**src/hw/atps_pkg.sv**
```systemverilog
// Constants and carrier types for the converter trigger program select block.
// Assumes one system clock; triggers arrive from logic on that same clock.
package atps_pkg;

    // ==========================================================
    // Geometry
    localparam int          NUM_TRIG      = 6;
    localparam int          ADDR_W        = 8;
    localparam int          PROG_W        = 3;

    // ==========================================================
    // Register map (byte addresses, one word each)
    localparam logic [7:0]  SEL_FIRST_ADDR = 8'h08;
    localparam logic [7:0]  SEL_LAST_ADDR  = 8'h1C;
    localparam logic [7:0]  STATUS_ADDR    = 8'h20;

    // ==========================================================
    // Field layout of a select register
    localparam int          ENABLE_BIT    = 7;
    localparam int          PROG_LSB      = 0;
    localparam logic [2:0]  PROG_MAX      = 3'h5;
    localparam logic        ENABLE_RESET  = 1'h0;
    localparam logic [2:0]  PROG_RESET    = 3'h0;

    // ==========================================================
    // Status register layout
    localparam int          STAT_PEND_LSB = 0;
    localparam int          STAT_BUSY_BIT = 8;

    // Program start request toward the sequencer
    typedef struct packed {
        logic       valid;
        logic [2:0] program_num;
        logic [2:0] source;
    } atps_start_t;

    // Whole state of the block
    typedef struct packed {
        logic [5:0]      enable;
        logic [5:0][2:0] program_num;
        logic [5:0]      pending;
        atps_start_t     start;
        logic [31:0]     rdata;
    } atps_state_t;

endpackage

```
**src/hw/atps_top.sv**
```systemverilog
// Trigger program select: six select registers route motor driver
// trigger pulses to conversion program start requests.
// Assumes triggers and seq_ready_in come from logic on clk_sys_in.
//
// Notes on behaviour
// - Select 2 bit 7 gates group0 trigger 2
// - Select 3 bit 7 gates group0 trigger 3
// - Select 4 bit 7 gates group0 trigger 4
// - Select 5 bit 7 gates group0 trigger 5
// - Select 6 bit 7 gates group1 trigger 0
// - Select 7 bit 7 gates group1 trigger 1
// - Bits 2:0 hold read/write program number
// - Codes 0-5 are programs; 6,7 reserved
// - Each trigger starts its own selected program
`timescale 1ns/1ps
`default_nettype none

module atps_top (
    // Clock and reset
    input  wire logic                         clk_sys_in,
    input  wire logic                         rst_n_in,
    // Register port
    input  wire logic [atps_pkg::ADDR_W-1:0]  reg_addr_in,
    input  wire logic [31:0]                  reg_wdata_in,
    input  wire logic                         reg_wr_in,
    input  wire logic                         reg_rd_in,
    output logic      [31:0]                  reg_rdata_out,
    // Motor driver triggers
    input  wire logic                         motor0_trigger_2_in,
    input  wire logic                         motor0_trigger_3_in,
    input  wire logic                         motor0_trigger_4_in,
    input  wire logic                         motor0_trigger_5_in,
    input  wire logic                         motor1_trigger_0_in,
    input  wire logic                         motor1_trigger_1_in,
    // Program start toward the sequencer
    input  wire logic                         seq_ready_in,
    output atps_pkg::atps_start_t             start_out
);

    // ==========================================================
    // Helpers
    function automatic logic prog_valid(input logic [2:0] code);
        prog_valid = (code <= atps_pkg::PROG_MAX);
    endfunction

    function automatic logic sel_hit(input logic [7:0] addr);
        sel_hit = (addr[1:0] == 2'h0) &&
                  (addr >= atps_pkg::SEL_FIRST_ADDR) &&
                  (addr <= atps_pkg::SEL_LAST_ADDR);
    endfunction

    function automatic logic [2:0] sel_slot(input logic [7:0] addr);
        logic [7:0] diff;
        diff = addr - atps_pkg::SEL_FIRST_ADDR;
        sel_slot = diff[4:2];
    endfunction

    // ==========================================================
    // State
    atps_pkg::atps_state_t state_reg;
    atps_pkg::atps_state_t state_next;
    logic [5:0]            trig;
    logic                  wr_sel;
    logic                  rd_sel;
    logic [2:0]            slot;
    logic                  picked;

    assign trig = {motor1_trigger_1_in, motor1_trigger_0_in,
                   motor0_trigger_5_in, motor0_trigger_4_in,
                   motor0_trigger_3_in, motor0_trigger_2_in};
    assign slot   = sel_slot(reg_addr_in);
    assign wr_sel = reg_wr_in && sel_hit(reg_addr_in);
    assign rd_sel = reg_rd_in && sel_hit(reg_addr_in);

    always_comb begin
        state_next = state_reg;
        picked     = 1'b0;
        state_next.rdata = 32'h0000_0000;

        // Request stands until the sequencer takes it
        if (state_reg.start.valid && seq_ready_in) begin
            state_next.start.valid = 1'b0;
        end

        // Launch lowest pending trigger; fixed priority keeps it simple
        if (!state_next.start.valid) begin
            for (int i = 0; i < atps_pkg::NUM_TRIG; i++) begin
                if (!picked && state_reg.pending[i]) begin
                    picked = 1'b1;
                    state_next.pending[i]         = 1'b0;
                    state_next.start.valid        = 1'b1;
                    state_next.start.program_num  =
                        state_reg.program_num[i];
                    state_next.start.source       = 3'(i);
                end
            end
        end

        // Register write; only bit 7 and bits 2:0 are stored
        if (wr_sel) begin
            state_next.enable[slot] = reg_wdata_in[atps_pkg::ENABLE_BIT];
            state_next.program_num[slot] =
                reg_wdata_in[atps_pkg::PROG_LSB +: 3];
            // Disabling drops a trigger not yet launched
            if (!reg_wdata_in[atps_pkg::ENABLE_BIT]) begin
                state_next.pending[slot] = 1'b0;
            end
        end

        // Trigger capture comes last so a new trigger beats any clear
        for (int i = 0; i < atps_pkg::NUM_TRIG; i++) begin
            if (trig[i] && state_reg.enable[i] &&
                prog_valid(state_reg.program_num[i])) begin
                state_next.pending[i] = 1'b1;
            end
        end

        // Read data stand only in the cycle after the strobe
        if (rd_sel) begin
            state_next.rdata[atps_pkg::ENABLE_BIT] =
                state_reg.enable[slot];
            state_next.rdata[atps_pkg::PROG_LSB +: 3] =
                state_reg.program_num[slot];
        end else if (reg_rd_in && reg_addr_in == atps_pkg::STATUS_ADDR) begin
            state_next.rdata[atps_pkg::STAT_PEND_LSB +: 6] = state_reg.pending;
            state_next.rdata[atps_pkg::STAT_BUSY_BIT] = state_reg.start.valid;
        end
    end

    always_ff @(posedge clk_sys_in or negedge rst_n_in) begin
        if (!rst_n_in) begin
            state_reg <= '0;
        end else begin
            state_reg <= state_next;
        end
    end

    assign reg_rdata_out = state_reg.rdata;
    assign start_out     = state_reg.start;

endmodule

`default_nettype wire

```
**config.mk**
```make
export PLATFORM = sky130hd
export DESIGN_NAME = atps_top
export DESIGN_NICKNAME = d
export VERILOG_FILES = /design/src/hw/atps_pkg.sv /design/src/hw/atps_top.sv
export SDC_FILE = /design/constraint.sdc
export NUM_CORES = 1
export LEC_CHECK = 0
export BUFFER_PORTS_ARGS = -buffer_cell sky130_fd_sc_hd__buf_2
export CAP_MARGIN = 20
export CORE_MARGIN = 2
export CORE_UTILIZATION = 41
export CTS_BUF_LIST = sky130_fd_sc_hd__clkbuf_8
export DETAILED_ROUTE_END_ITERATION = 7
export GPL_ROUTABILITY_DRIVEN = 0
export GPL_TIMING_DRIVEN = 1
export PLACE_DENSITY = 0.75
export SKIP_LAST_GASP = 1
export SLEW_MARGIN = 20
export SYNTH_ARGS = -nofsm -noshare
export SYNTH_HDL_FRONTEND = slang
export SYNTH_SLANG_ARGS = --single-unit
```
**constraint.sdc**
```tcl
create_clock -name clk_sys_in -period 5.21 [get_ports clk_sys_in]
set_input_delay 0.7815 -clock clk_sys_in [delete_from_list [all_inputs] [get_ports clk_sys_in]]
set_output_delay 0.7815 -clock clk_sys_in [all_outputs]
set_load 0.005 [all_outputs]
```
==> results of run 1 <==
-- worst max-delay path by stage --
stage,start,to,depth (start not counted)
2_1_floorplan,reg_addr_in[7],state_reg[42]$_DFF_PN0_,4
3_3_place_gp,reg_addr_in[7],state_reg[42]$_DFF_PN0_,5
3_5_place_dp,reg_addr_in[7],state_reg[42]$_DFF_PN0_,5
4_1_cts,reg_addr_in[7],state_reg[42]$_DFF_PN0_,5
5_1_grt,reg_addr_in[7],state_reg[42]$_DFF_PN0_,5
6_report,reg_addr_in[7],state_reg[42]$_DFF_PN0_,5
-- worst register-to-register path, stage by stage, from the launching register on --
cell and delay (ns):
dfrtp_1 0.55, or4_4 0.62, o31ai_4 0.39, nor3_1 0.09
a221o_1 0.27
-- cells in the mapped netlist, drive strengths merged, types with 2 or more instances --
master	number
nand2	24
mux4	3
nor3	7
mux2i	5
inv	6
or3	2
dfrtp	45
and2	4
and3b	2
a31o	6
nor4	5
a2bb2oi	2
clkbuf	5
buf	42
mux2	25
a21oi	11
nand3b	3
o31ai	6
o21ai	7
nor2	8
ha	3
nor2b	2
or4	2
a221oi	3
nand2b	3
a211oi	2
-- kinds of logic (layout without fill, tap and decap cells) --
family / after synthesis / after routing / synth area share [%]
muxes: 33 / 33 / 15.4
DFF: 45 / 45 / 43.4
buffers and inverters: 53 / 51 / 13.4
adders and majority gates: 3 / 3 / 1.45
other: 1 / 24 / 0.145
AOI/OAI and AO/OA: 43 / 43 / 12.0
and+or+nand+nor: 65 / 65 / 14.2
-- metal layers --
metal	vias up	wire length [µm]	track usage, %
met3	21	360	3.46
met4	0	137	5.43
li1	848	-	-
met5	-	0	0
met1	871	2330	20.9
met2	90	2510	25.7
-- power by group through the flow --
stage	clock [µW]	sequential [µW]	combinational, µW
detailed placement	0	401	111
global route	243	399	125
global placement	0	400	110
finish	229	394	111
floorplan	0	394	103
CTS	230	394	112
-- cell type report --
type | count | area (µm²) | share of cell area (%)
inverters | 6 | 22.5 | 0.825
repair buffers | 37 | 188 | 6.87
clock inverters | 3 | 26.3 | 0.962
flip-flops and latches | 45 | 1130 | 41.2
well taps | 75 | 93.8 | 3.44
clock buffers | 5 | 68.8 | 2.52
multi-input cells | 168 | 1210 | 44.2
-- stage by stage --
| step | cell area, µm² | std cells | setup WS, ns |
|---|---|---|---|
| 3_5_place_dp | 2630 | 331 | 2.56 |
| 6_report | 2730 | 339 | 2.84 |
| 4_1_cts | 2730 | 339 | 2.89 |
| 2_1_floorplan | 2680 | 266 | 2.99 |
| 5_1_grt | 2730 | 339 | 2.81 |
| 3_3_place_gp | 2630 | 331 | 2.60 |
-- layout by cell type, fill, tap and decap left out, drive strengths merged, types with 4 or more instances in the layout --
| cell type | n |
|---|---|
| a21oi | 11 |
| o21ai | 7 |
| mux2 | 25 |
| nor2 | 8 |
| inv | 7 |
| nor4 | 5 |
| nand2 | 24 |
| o31ai | 6 |
| conb | 24 |
| clkbuf | 5 |
| mux2i | 5 |
| dfrtp | 45 |
| nor3 | 7 |
| a31o | 6 |
| and2 | 4 |
| buf | 37 |
==> run metrics, run 1 <==
Synth area leaders dfrtp_1 43%, buf_4 11%, mux2_2 11%; post-synthesis sequential area ratio 43.4%; Top delay family on crit path simple AND/OR/NAND/NOR gates; Area Growth Syn to Fin 5.31%; Residual DRC 0; Max VDD drop 0.270 mV; Post-Route WL 5340 µm; Final min period 2.37 ns; Final Util 45.3%; Largest register FFs 30; H-tree depth 2; Fin. Hold Viols 0; sw frac 28.9%; Primary FF master, synth dfrtp_1; core footprint 6030 µm²; Critical Path Source Type input pin; Setup TNS 0 ns; die height 83.5 µm; Syn Inst Count 243; skew final 0.0126 ns; Clock Tree Buf Depth 2; Worst Setup End Kind flip-flop; Leak 0.00136 µW; worst-margin pin slew 0.682 ns; # resized after CTS 0; first-pass GRT wire length 8840 µm; cts hold-fix bufs 0; net load switching power 212 µW; Synth top area share 43.4%; Hold Slack 0.435 ns; initial core utilization 43.0%; total power 733 µW; combinational share of power 15.1%; status complete, no violations; cells along the critical path buf_2 > or4_4 > nor4_1 > a221oi_1 > a31o_2; Total Routing Usage GR 15.8%; CTS root buf clkbuf_8; fraction of registers with async set/reset 100%; Core Rows 28; f_max 422 MHz; number of global-route vias before repair 1804; Req. time, crit path 5.43 ns; CP max FO 5; Synth area leader dfrtp_1; CP Class in2reg; worst skew pair latency 0.32 ns; Die X-Extent 83.5 µm; IO Count 90; vias 1830; Post-DRT Antenna Nets 0; fin. max-slew vios 0; reg2reg setup slack 3.17 ns; max incr delay on CP 0.64 ns; Post-synth EDFFs 0; Slew HR 54.1%; drt first pass iters 4; ant diodes 0; CP arrival 2.59 ns; number of DRC markers in iteration 0 150; IO buf count 37; crit share post-route 45.4%; Pint 521 µW; wire per inst 15.8 µm; # Post-CTS Setup Buffers 0; final setup vio count 0; Reg-to-Reg Start state_reg[39]$_DFF_PN0_; CTS Buf Count 5; warnings from Yosys 0; Netlist Area Pre-Place 2590 µm²; TritonCTS clock tree yes; largest net degree at the start of global routing 46; initial antenna violation count 0; reg2reg end start_out[4]$_DFFE_PN0P_; Total Die Area 6980 µm²; Critical-path top delay cell nor4_1; clock sinks 45; Clk pwr share 31.2%; layout cells sized above 1 32.6%; Worst-path clk slew 0.10 ns; max_cap viols 0; Buf/Inv on CP 1; grt ovf 0; Unique masters post-synth 40; type of the worst min-delay path in2async; worst reg2reg path depth 4; Seq pwr share 53.7%; flops & latches, synth 45; unrepaired setup endpoints after global routing false; Filler Cells Inserted 582; Avg Cell Area, Syn 10.7 µm²; nets 317; HPWL after DPL 4050 µm; power per cell area 268 nW/µm²; DR vias/cell 5.40
Note: power is estimated with default switching activity, not from simulation.
==> run 2, diff against run 1 <==
- clock period: 5.21 -> 2.47 ns (I/O delays scaled with it)
==> run 2 against run 1 <==
  * Cell count up 0.88%
  * Sequential power up 110%
  * Die area unchanged
  * Routed wire length up 0.75%
  * Critical path type unchanged
==> run metrics, run 2 (synthesis results as in run 1) <==
cts hold-fix bufs 0 (unchanged); worst skew pair latency 0.30 ns (-0.02 ns); final setup vio count 0 (unchanged); H-tree depth 2 (unchanged); TritonCTS clock tree yes; Leak 0.00139 µW (+2.4%); Post-Route WL 5380 µm (+0.75%); Fin. Hold Viols 0 (unchanged); Total Routing Usage GR 16.1% (+0.26 points); fin. max-slew vios 0 (unchanged); Slew HR 63.8% (+9.7 points); nets 320 (+0.95%); Critical-path top delay cell or4_4; total power 1720 µW (+130%); Worst Setup End Kind flip-flop; vias 1813 (-0.93%); number of global-route vias before repair 1810 (+0.33%); Die X-Extent 83.5 µm (unchanged); Core Rows 28 (unchanged); Largest register FFs 30 (unchanged); largest net degree at the start of global routing 46 (unchanged); DR vias/cell 5.30 (-1.8%); type of the worst min-delay path in2async; max incr delay on CP 0.59 ns (-0.05 ns); layout cells sized above 1 33.3% (+0.76 points); Clock Tree Buf Depth 2 (unchanged); Post-Layout Cell Count 342 (+0.88%); Total Die Area 6980 µm² (unchanged); Inst Count DP 334 (+0.91%); Critical Path Source Type input pin; max_cap viols 0 (unchanged); power per cell area 616 nW/µm² (+130%); status complete, no violations; skew final 0.00350 ns (-0.00910 ns); commonest non-fill, non-tap cell in the layout dfrtp_1; Worst-path clk slew 0.08 ns (-0.02 ns); Area Growth Syn to Fin 7.57%; core footprint 6030 µm² (unchanged); # resized after CTS 0 (unchanged); IO buf count 37 (unchanged); drt first pass iters 4 (unchanged); wire per inst 15.7 µm (-0.14%); # Post-CTS Setup Buffers 0 (unchanged); Final min period 1.85 ns; IO Count 90 (unchanged); clock sinks 45 (unchanged); unrepaired setup endpoints after global routing false; CP arrival 2.03 ns (-0.56 ns); most frequent cells in the layout 45 x dfrtp_1, 37 x buf_2, 25 x mux2_2; initial core utilization 43.0% (unchanged); CTS root buf clkbuf_8; initial antenna violation count 0 (unchanged); Setup TNS 0 ns (unchanged); CP max FO 5 (unchanged); crit share post-route 74.8%; ant diodes 0 (unchanged); number of DRC markers in iteration 0 140 (-6.7%); Req. time, crit path 2.65 ns (-2.78 ns); first-pass GRT wire length 8960 µm (+1.3%); die height 83.5 µm (unchanged); HPWL after DPL 4080 µm (+0.75%); grt ovf 0 (unchanged); Max VDD drop 0.453 mV (+68%); f_max 541 MHz; Hold Slack 0.135 ns (-0.300 ns); CTS Buf Count 5 (unchanged); worst-margin pin slew 0.543 ns (-0.139 ns); Post-DRT Antenna Nets 0 (unchanged); Residual DRC 0 (unchanged); cells along the critical path buf_2 > or4_4 > nor4_4 > nand2_1 > mux2_2; CP Class in2reg
[run 2: cell count changes in the layout (fill, tap and decap cells not counted), sizes merged]
cell | previous run | this run
clkinv | 2 | 1
bufinv | 0 | 2
buf | 37 | 40
inv | 7 | 6
[run 2: layout make-up]
cell class	instances	area, µm²
fillers	581	3240
inverters	6	22.5
clock inverters	3	65.1
repair buffers	40	208
clock buffers	5	68.8
multi-input cells	168	1210
flip-flops and latches	45	1130
well taps	75	93.8
[run 2: final timing paths]
check                                            end  depth (start not counted)                      from  slack [ns]
setup / recovery           state_reg[59]$_DFFE_PN0P_                          5            reg_addr_in[7]        0.62
hold / removal             state_reg[46]$_DFFE_PN0P_                          2                  rst_n_in        0.14
setup reg to reg             state_reg[44]$_DFF_PN0_                          4   state_reg[39]$_DFF_PN0_        0.63
hold reg to reg             start_out[3]$_DFFE_PN0P_                          2  start_out[3]$_DFFE_PN0P_        0.48
max in group asynchronous    state_reg[39]$_DFF_PN0_                          2                  rst_n_in        1.96
min in group clk_sys_in      state_reg[40]$_DFF_PN0_                          2       motor0_trigger_3_in        0.32
[run 2: stage by stage]
step / worst slack, ns / utilization [%] / instance area (µm²)
2_1_floorplan: 0.657 / - / 2680
3_3_place_gp: 0.358 / 44.1 / 2660
3_5_place_dp: 0.308 / 44.1 / 2660
4_1_cts: 0.620 / 46.3 / 2790
5_1_grt: 0.539 / 46.3 / 2790
6_report: 0.622 / 46.3 / 2790
[run 2: metal layers]
layer	part of all wire [%]	global-route usage, %	vias up	wire, µm
li1	-	-	853	-
met1	44	20.9	874	2390
met2	47	26.7	74	2550
met3	6.2	3.17	12	333
met4	2.0	5.87	0	110
met5	0	0	-	0
[run 2: power by group]
group	switching (µW)	internal, µW	leakage (µW)	total [µW]
Sequential	40.9	789	0.000618	830
Clock	247	402	0.0000681	648
Combinational	132	107	0.000709	239
Total	420	1300	0.00139	1720
[run 2: worst max-delay path, delay by kind of cell]
family / cells / cell delay [ns]
buffers and inverters: 1 / 0.10
multiplexers: 1 / 0.32
AND/OR/NAND/NOR: 3 / 1.23
==> run 3, diff against run 2 <==
- PLACE_DENSITY: 0.75 -> 0.77
- clock period: 2.47 -> 1.6 ns (I/O delays scaled with it)
==> run 3 against run 2 <==
  * Routed wire length increased by 8.1%
  * Via count grew 6.8%
  * Total power increased by 36%
  * First-iteration DRC count up 13%
  * Clock-buffer cell count unchanged
  * Highest routed layer unchanged
  * Cell count is 5.0% higher
==> run metrics, run 3 (synthesis results as in run 1) <==
Critical-path top delay cell or4_4; drt first pass iters 4 (unchanged); core footprint 6030 µm² (unchanged); skew final 0.00599 ns (+0.00249 ns); crit share post-route 99.8%; Total Die Area 6980 µm² (unchanged); total power 2330 µW (+36%); Setup TNS 0 ns (unchanged); Worst Setup End Kind flip-flop; unrepaired setup endpoints after global routing true; CP Class reg2reg; CTS root buf clkbuf_8; IO Count 90 (unchanged); DR vias/cell 5.40 (+1.8%); Seq pwr share 54.7% (+6.4 points); worst reg2reg path depth 4 (unchanged); final setup vio count 0 (unchanged); most frequent cells in the layout 45 x dfrtp_1, 37 x buf_2, 25 x mux2_2; die height 83.5 µm (unchanged); Total Routing Usage GR 17.2% (+1.1 points); TritonCTS clock tree yes; Post-DRT Antenna Nets 0 (unchanged); final worst slack 0.00272 ns (-0.620 ns); reg2reg setup slack 0.003 ns (-0.63 ns); ant diodes 0 (unchanged); number of global-route vias before repair 1857 (+2.6%); layout cells sized above 1 39.1% (+5.8 points); HPWL after DPL 4440 µm (+8.7%); net load switching power 636 µW (+52%); CP arrival 1.79 ns (-0.24 ns); worst skew pair latency 0.30 ns (about the same); Req. time, crit path 1.79 ns (-0.86 ns); CP max FO 3 (-2); Worst-path clk slew 0.08 ns (about the same); vias 1937 (+6.8%); # Post-CTS Setup Buffers 0 (unchanged); CP endpoint start_out[4]$_DFFE_PN0P_; fin. max-slew vios 0 (unchanged); reg2reg end start_out[4]$_DFFE_PN0P_; Final min period 1.60 ns; initial core utilization 43.0% (unchanged); Largest register FFs 30 (unchanged); H-tree depth 2 (unchanged); Final Util 48.1% (+1.8 points); Clock Tree Buf Depth 2 (unchanged); Leak 0.00146 µW (+4.7%); Fin. Hold Viols 0 (unchanged); status complete, no violations; Slew HR 62.9% (-0.89 points); f_max 626 MHz; Max VDD drop 0.434 mV (-4.3%); clock sinks 45 (unchanged); max incr delay on CP 0.58 ns (about the same); Critical Path Source Type flip-flop; grt ovf 0 (unchanged); wire per inst 16.2 µm (+3.0%); Clk pwr share 27.5% (-10 points); first-pass GRT wire length 9430 µm (+5.3%); initial antenna violation count 0 (unchanged); Place WS -0.272 ns (-0.579 ns); largest net degree at the start of global routing 46 (unchanged); combinational share of power 17.8% (+3.9 points); cells along the critical path or4_4 > o31ai_4 > nor3_1 > a221o_1; Area Growth Syn to Fin 11.7%; sw frac 27.2% (+2.8 points); Die X-Extent 83.5 µm (unchanged); Post-Route WL 5820 µm (+8.1%); Pint 1700 µW (+31%); Residual DRC 0 (unchanged); crit path launch state_reg[41]$_DFF_PN0_; worst-margin pin slew 0.557 ns (+0.0134 ns); number of DRC markers in iteration 0 158 (+13%); Core Rows 28 (unchanged); IO buf count 37 (unchanged); CTS Buf Count 5 (unchanged); max_cap viols 0 (unchanged); commonest non-fill, non-tap cell in the layout dfrtp_1; nets 339 (+5.9%); type of the worst min-delay path in2async; power per cell area 805 nW/µm² (+31%); Reg-to-Reg Start state_reg[41]$_DFF_PN0_
## run 3: per-layer routing
metal,vias up,global-route usage [%],share of wire (%)
li1,886,-,-
met1,936,22.7,41
met2,101,27.4,48
met3,14,4.25,8.5
met4,0,6.30,2.5
met5,-,0,0
## run 3: cell type report
class	count	area (µm²)
multi-input cells	168	1230
clock inverters	1	5.00
fillers	570	3130
flip-flops and latches	45	1130
repair buffers	59	354
inverters	6	22.5
well taps	75	93.8
clock buffers	5	68.8
## run 3: per-stage QoR
step / area (µm²) / std cells / hold slack (ns)
2_1_floorplan: 2690 / 266 / -0.0556
3_5_place_dp: 2810 / 353 / 0.352
4_1_cts: 2890 / 359 / 0.0272
6_report: 2900 / 359 / 0.0149
3_3_place_gp: 2810 / 353 / 0.345
5_1_grt: 2900 / 359 / 0.0574
## run 3: power groups by stage
stage	sequential (µW)	combinational, µW	clock, µW
after floorplan	1280	339	0
after global routing	1290	469	703
after detailed placement	1300	415	0
final	1280	416	642
after global placement	1300	403	0
after CTS	1280	418	664
## run 3: critical path: cells and delay by family (launching register included)
family | cells | cell delay (ns)
AOI/OAI and AO/OA | 2 | 0.45
DFF | 1 | 0.38
and+or+nand+nor | 2 | 0.66
## run 3: how the worst min path moves through the flow
stage / end / cells after the start
2_1_floorplan: reg_rdata_out[0]$_DFF_PN0_ / 0
3_3_place_gp: state_reg[65]$_DFFE_PN0P_ / 2
3_5_place_dp: state_reg[65]$_DFFE_PN0P_ / 2
4_1_cts: start_out[3]$_DFFE_PN0P_ / 2
5_1_grt: start_out[5]$_DFFE_PN0P_ / 2
6_report: state_reg[46]$_DFFE_PN0P_ / 2
## run 3: what timing repair did
item	CTS	global route
resized for setup	1	2
endpoints found under the hold margin	0	0
pin swaps	1	0
hold buffers	0	0
setup endpoints to repair	3	13
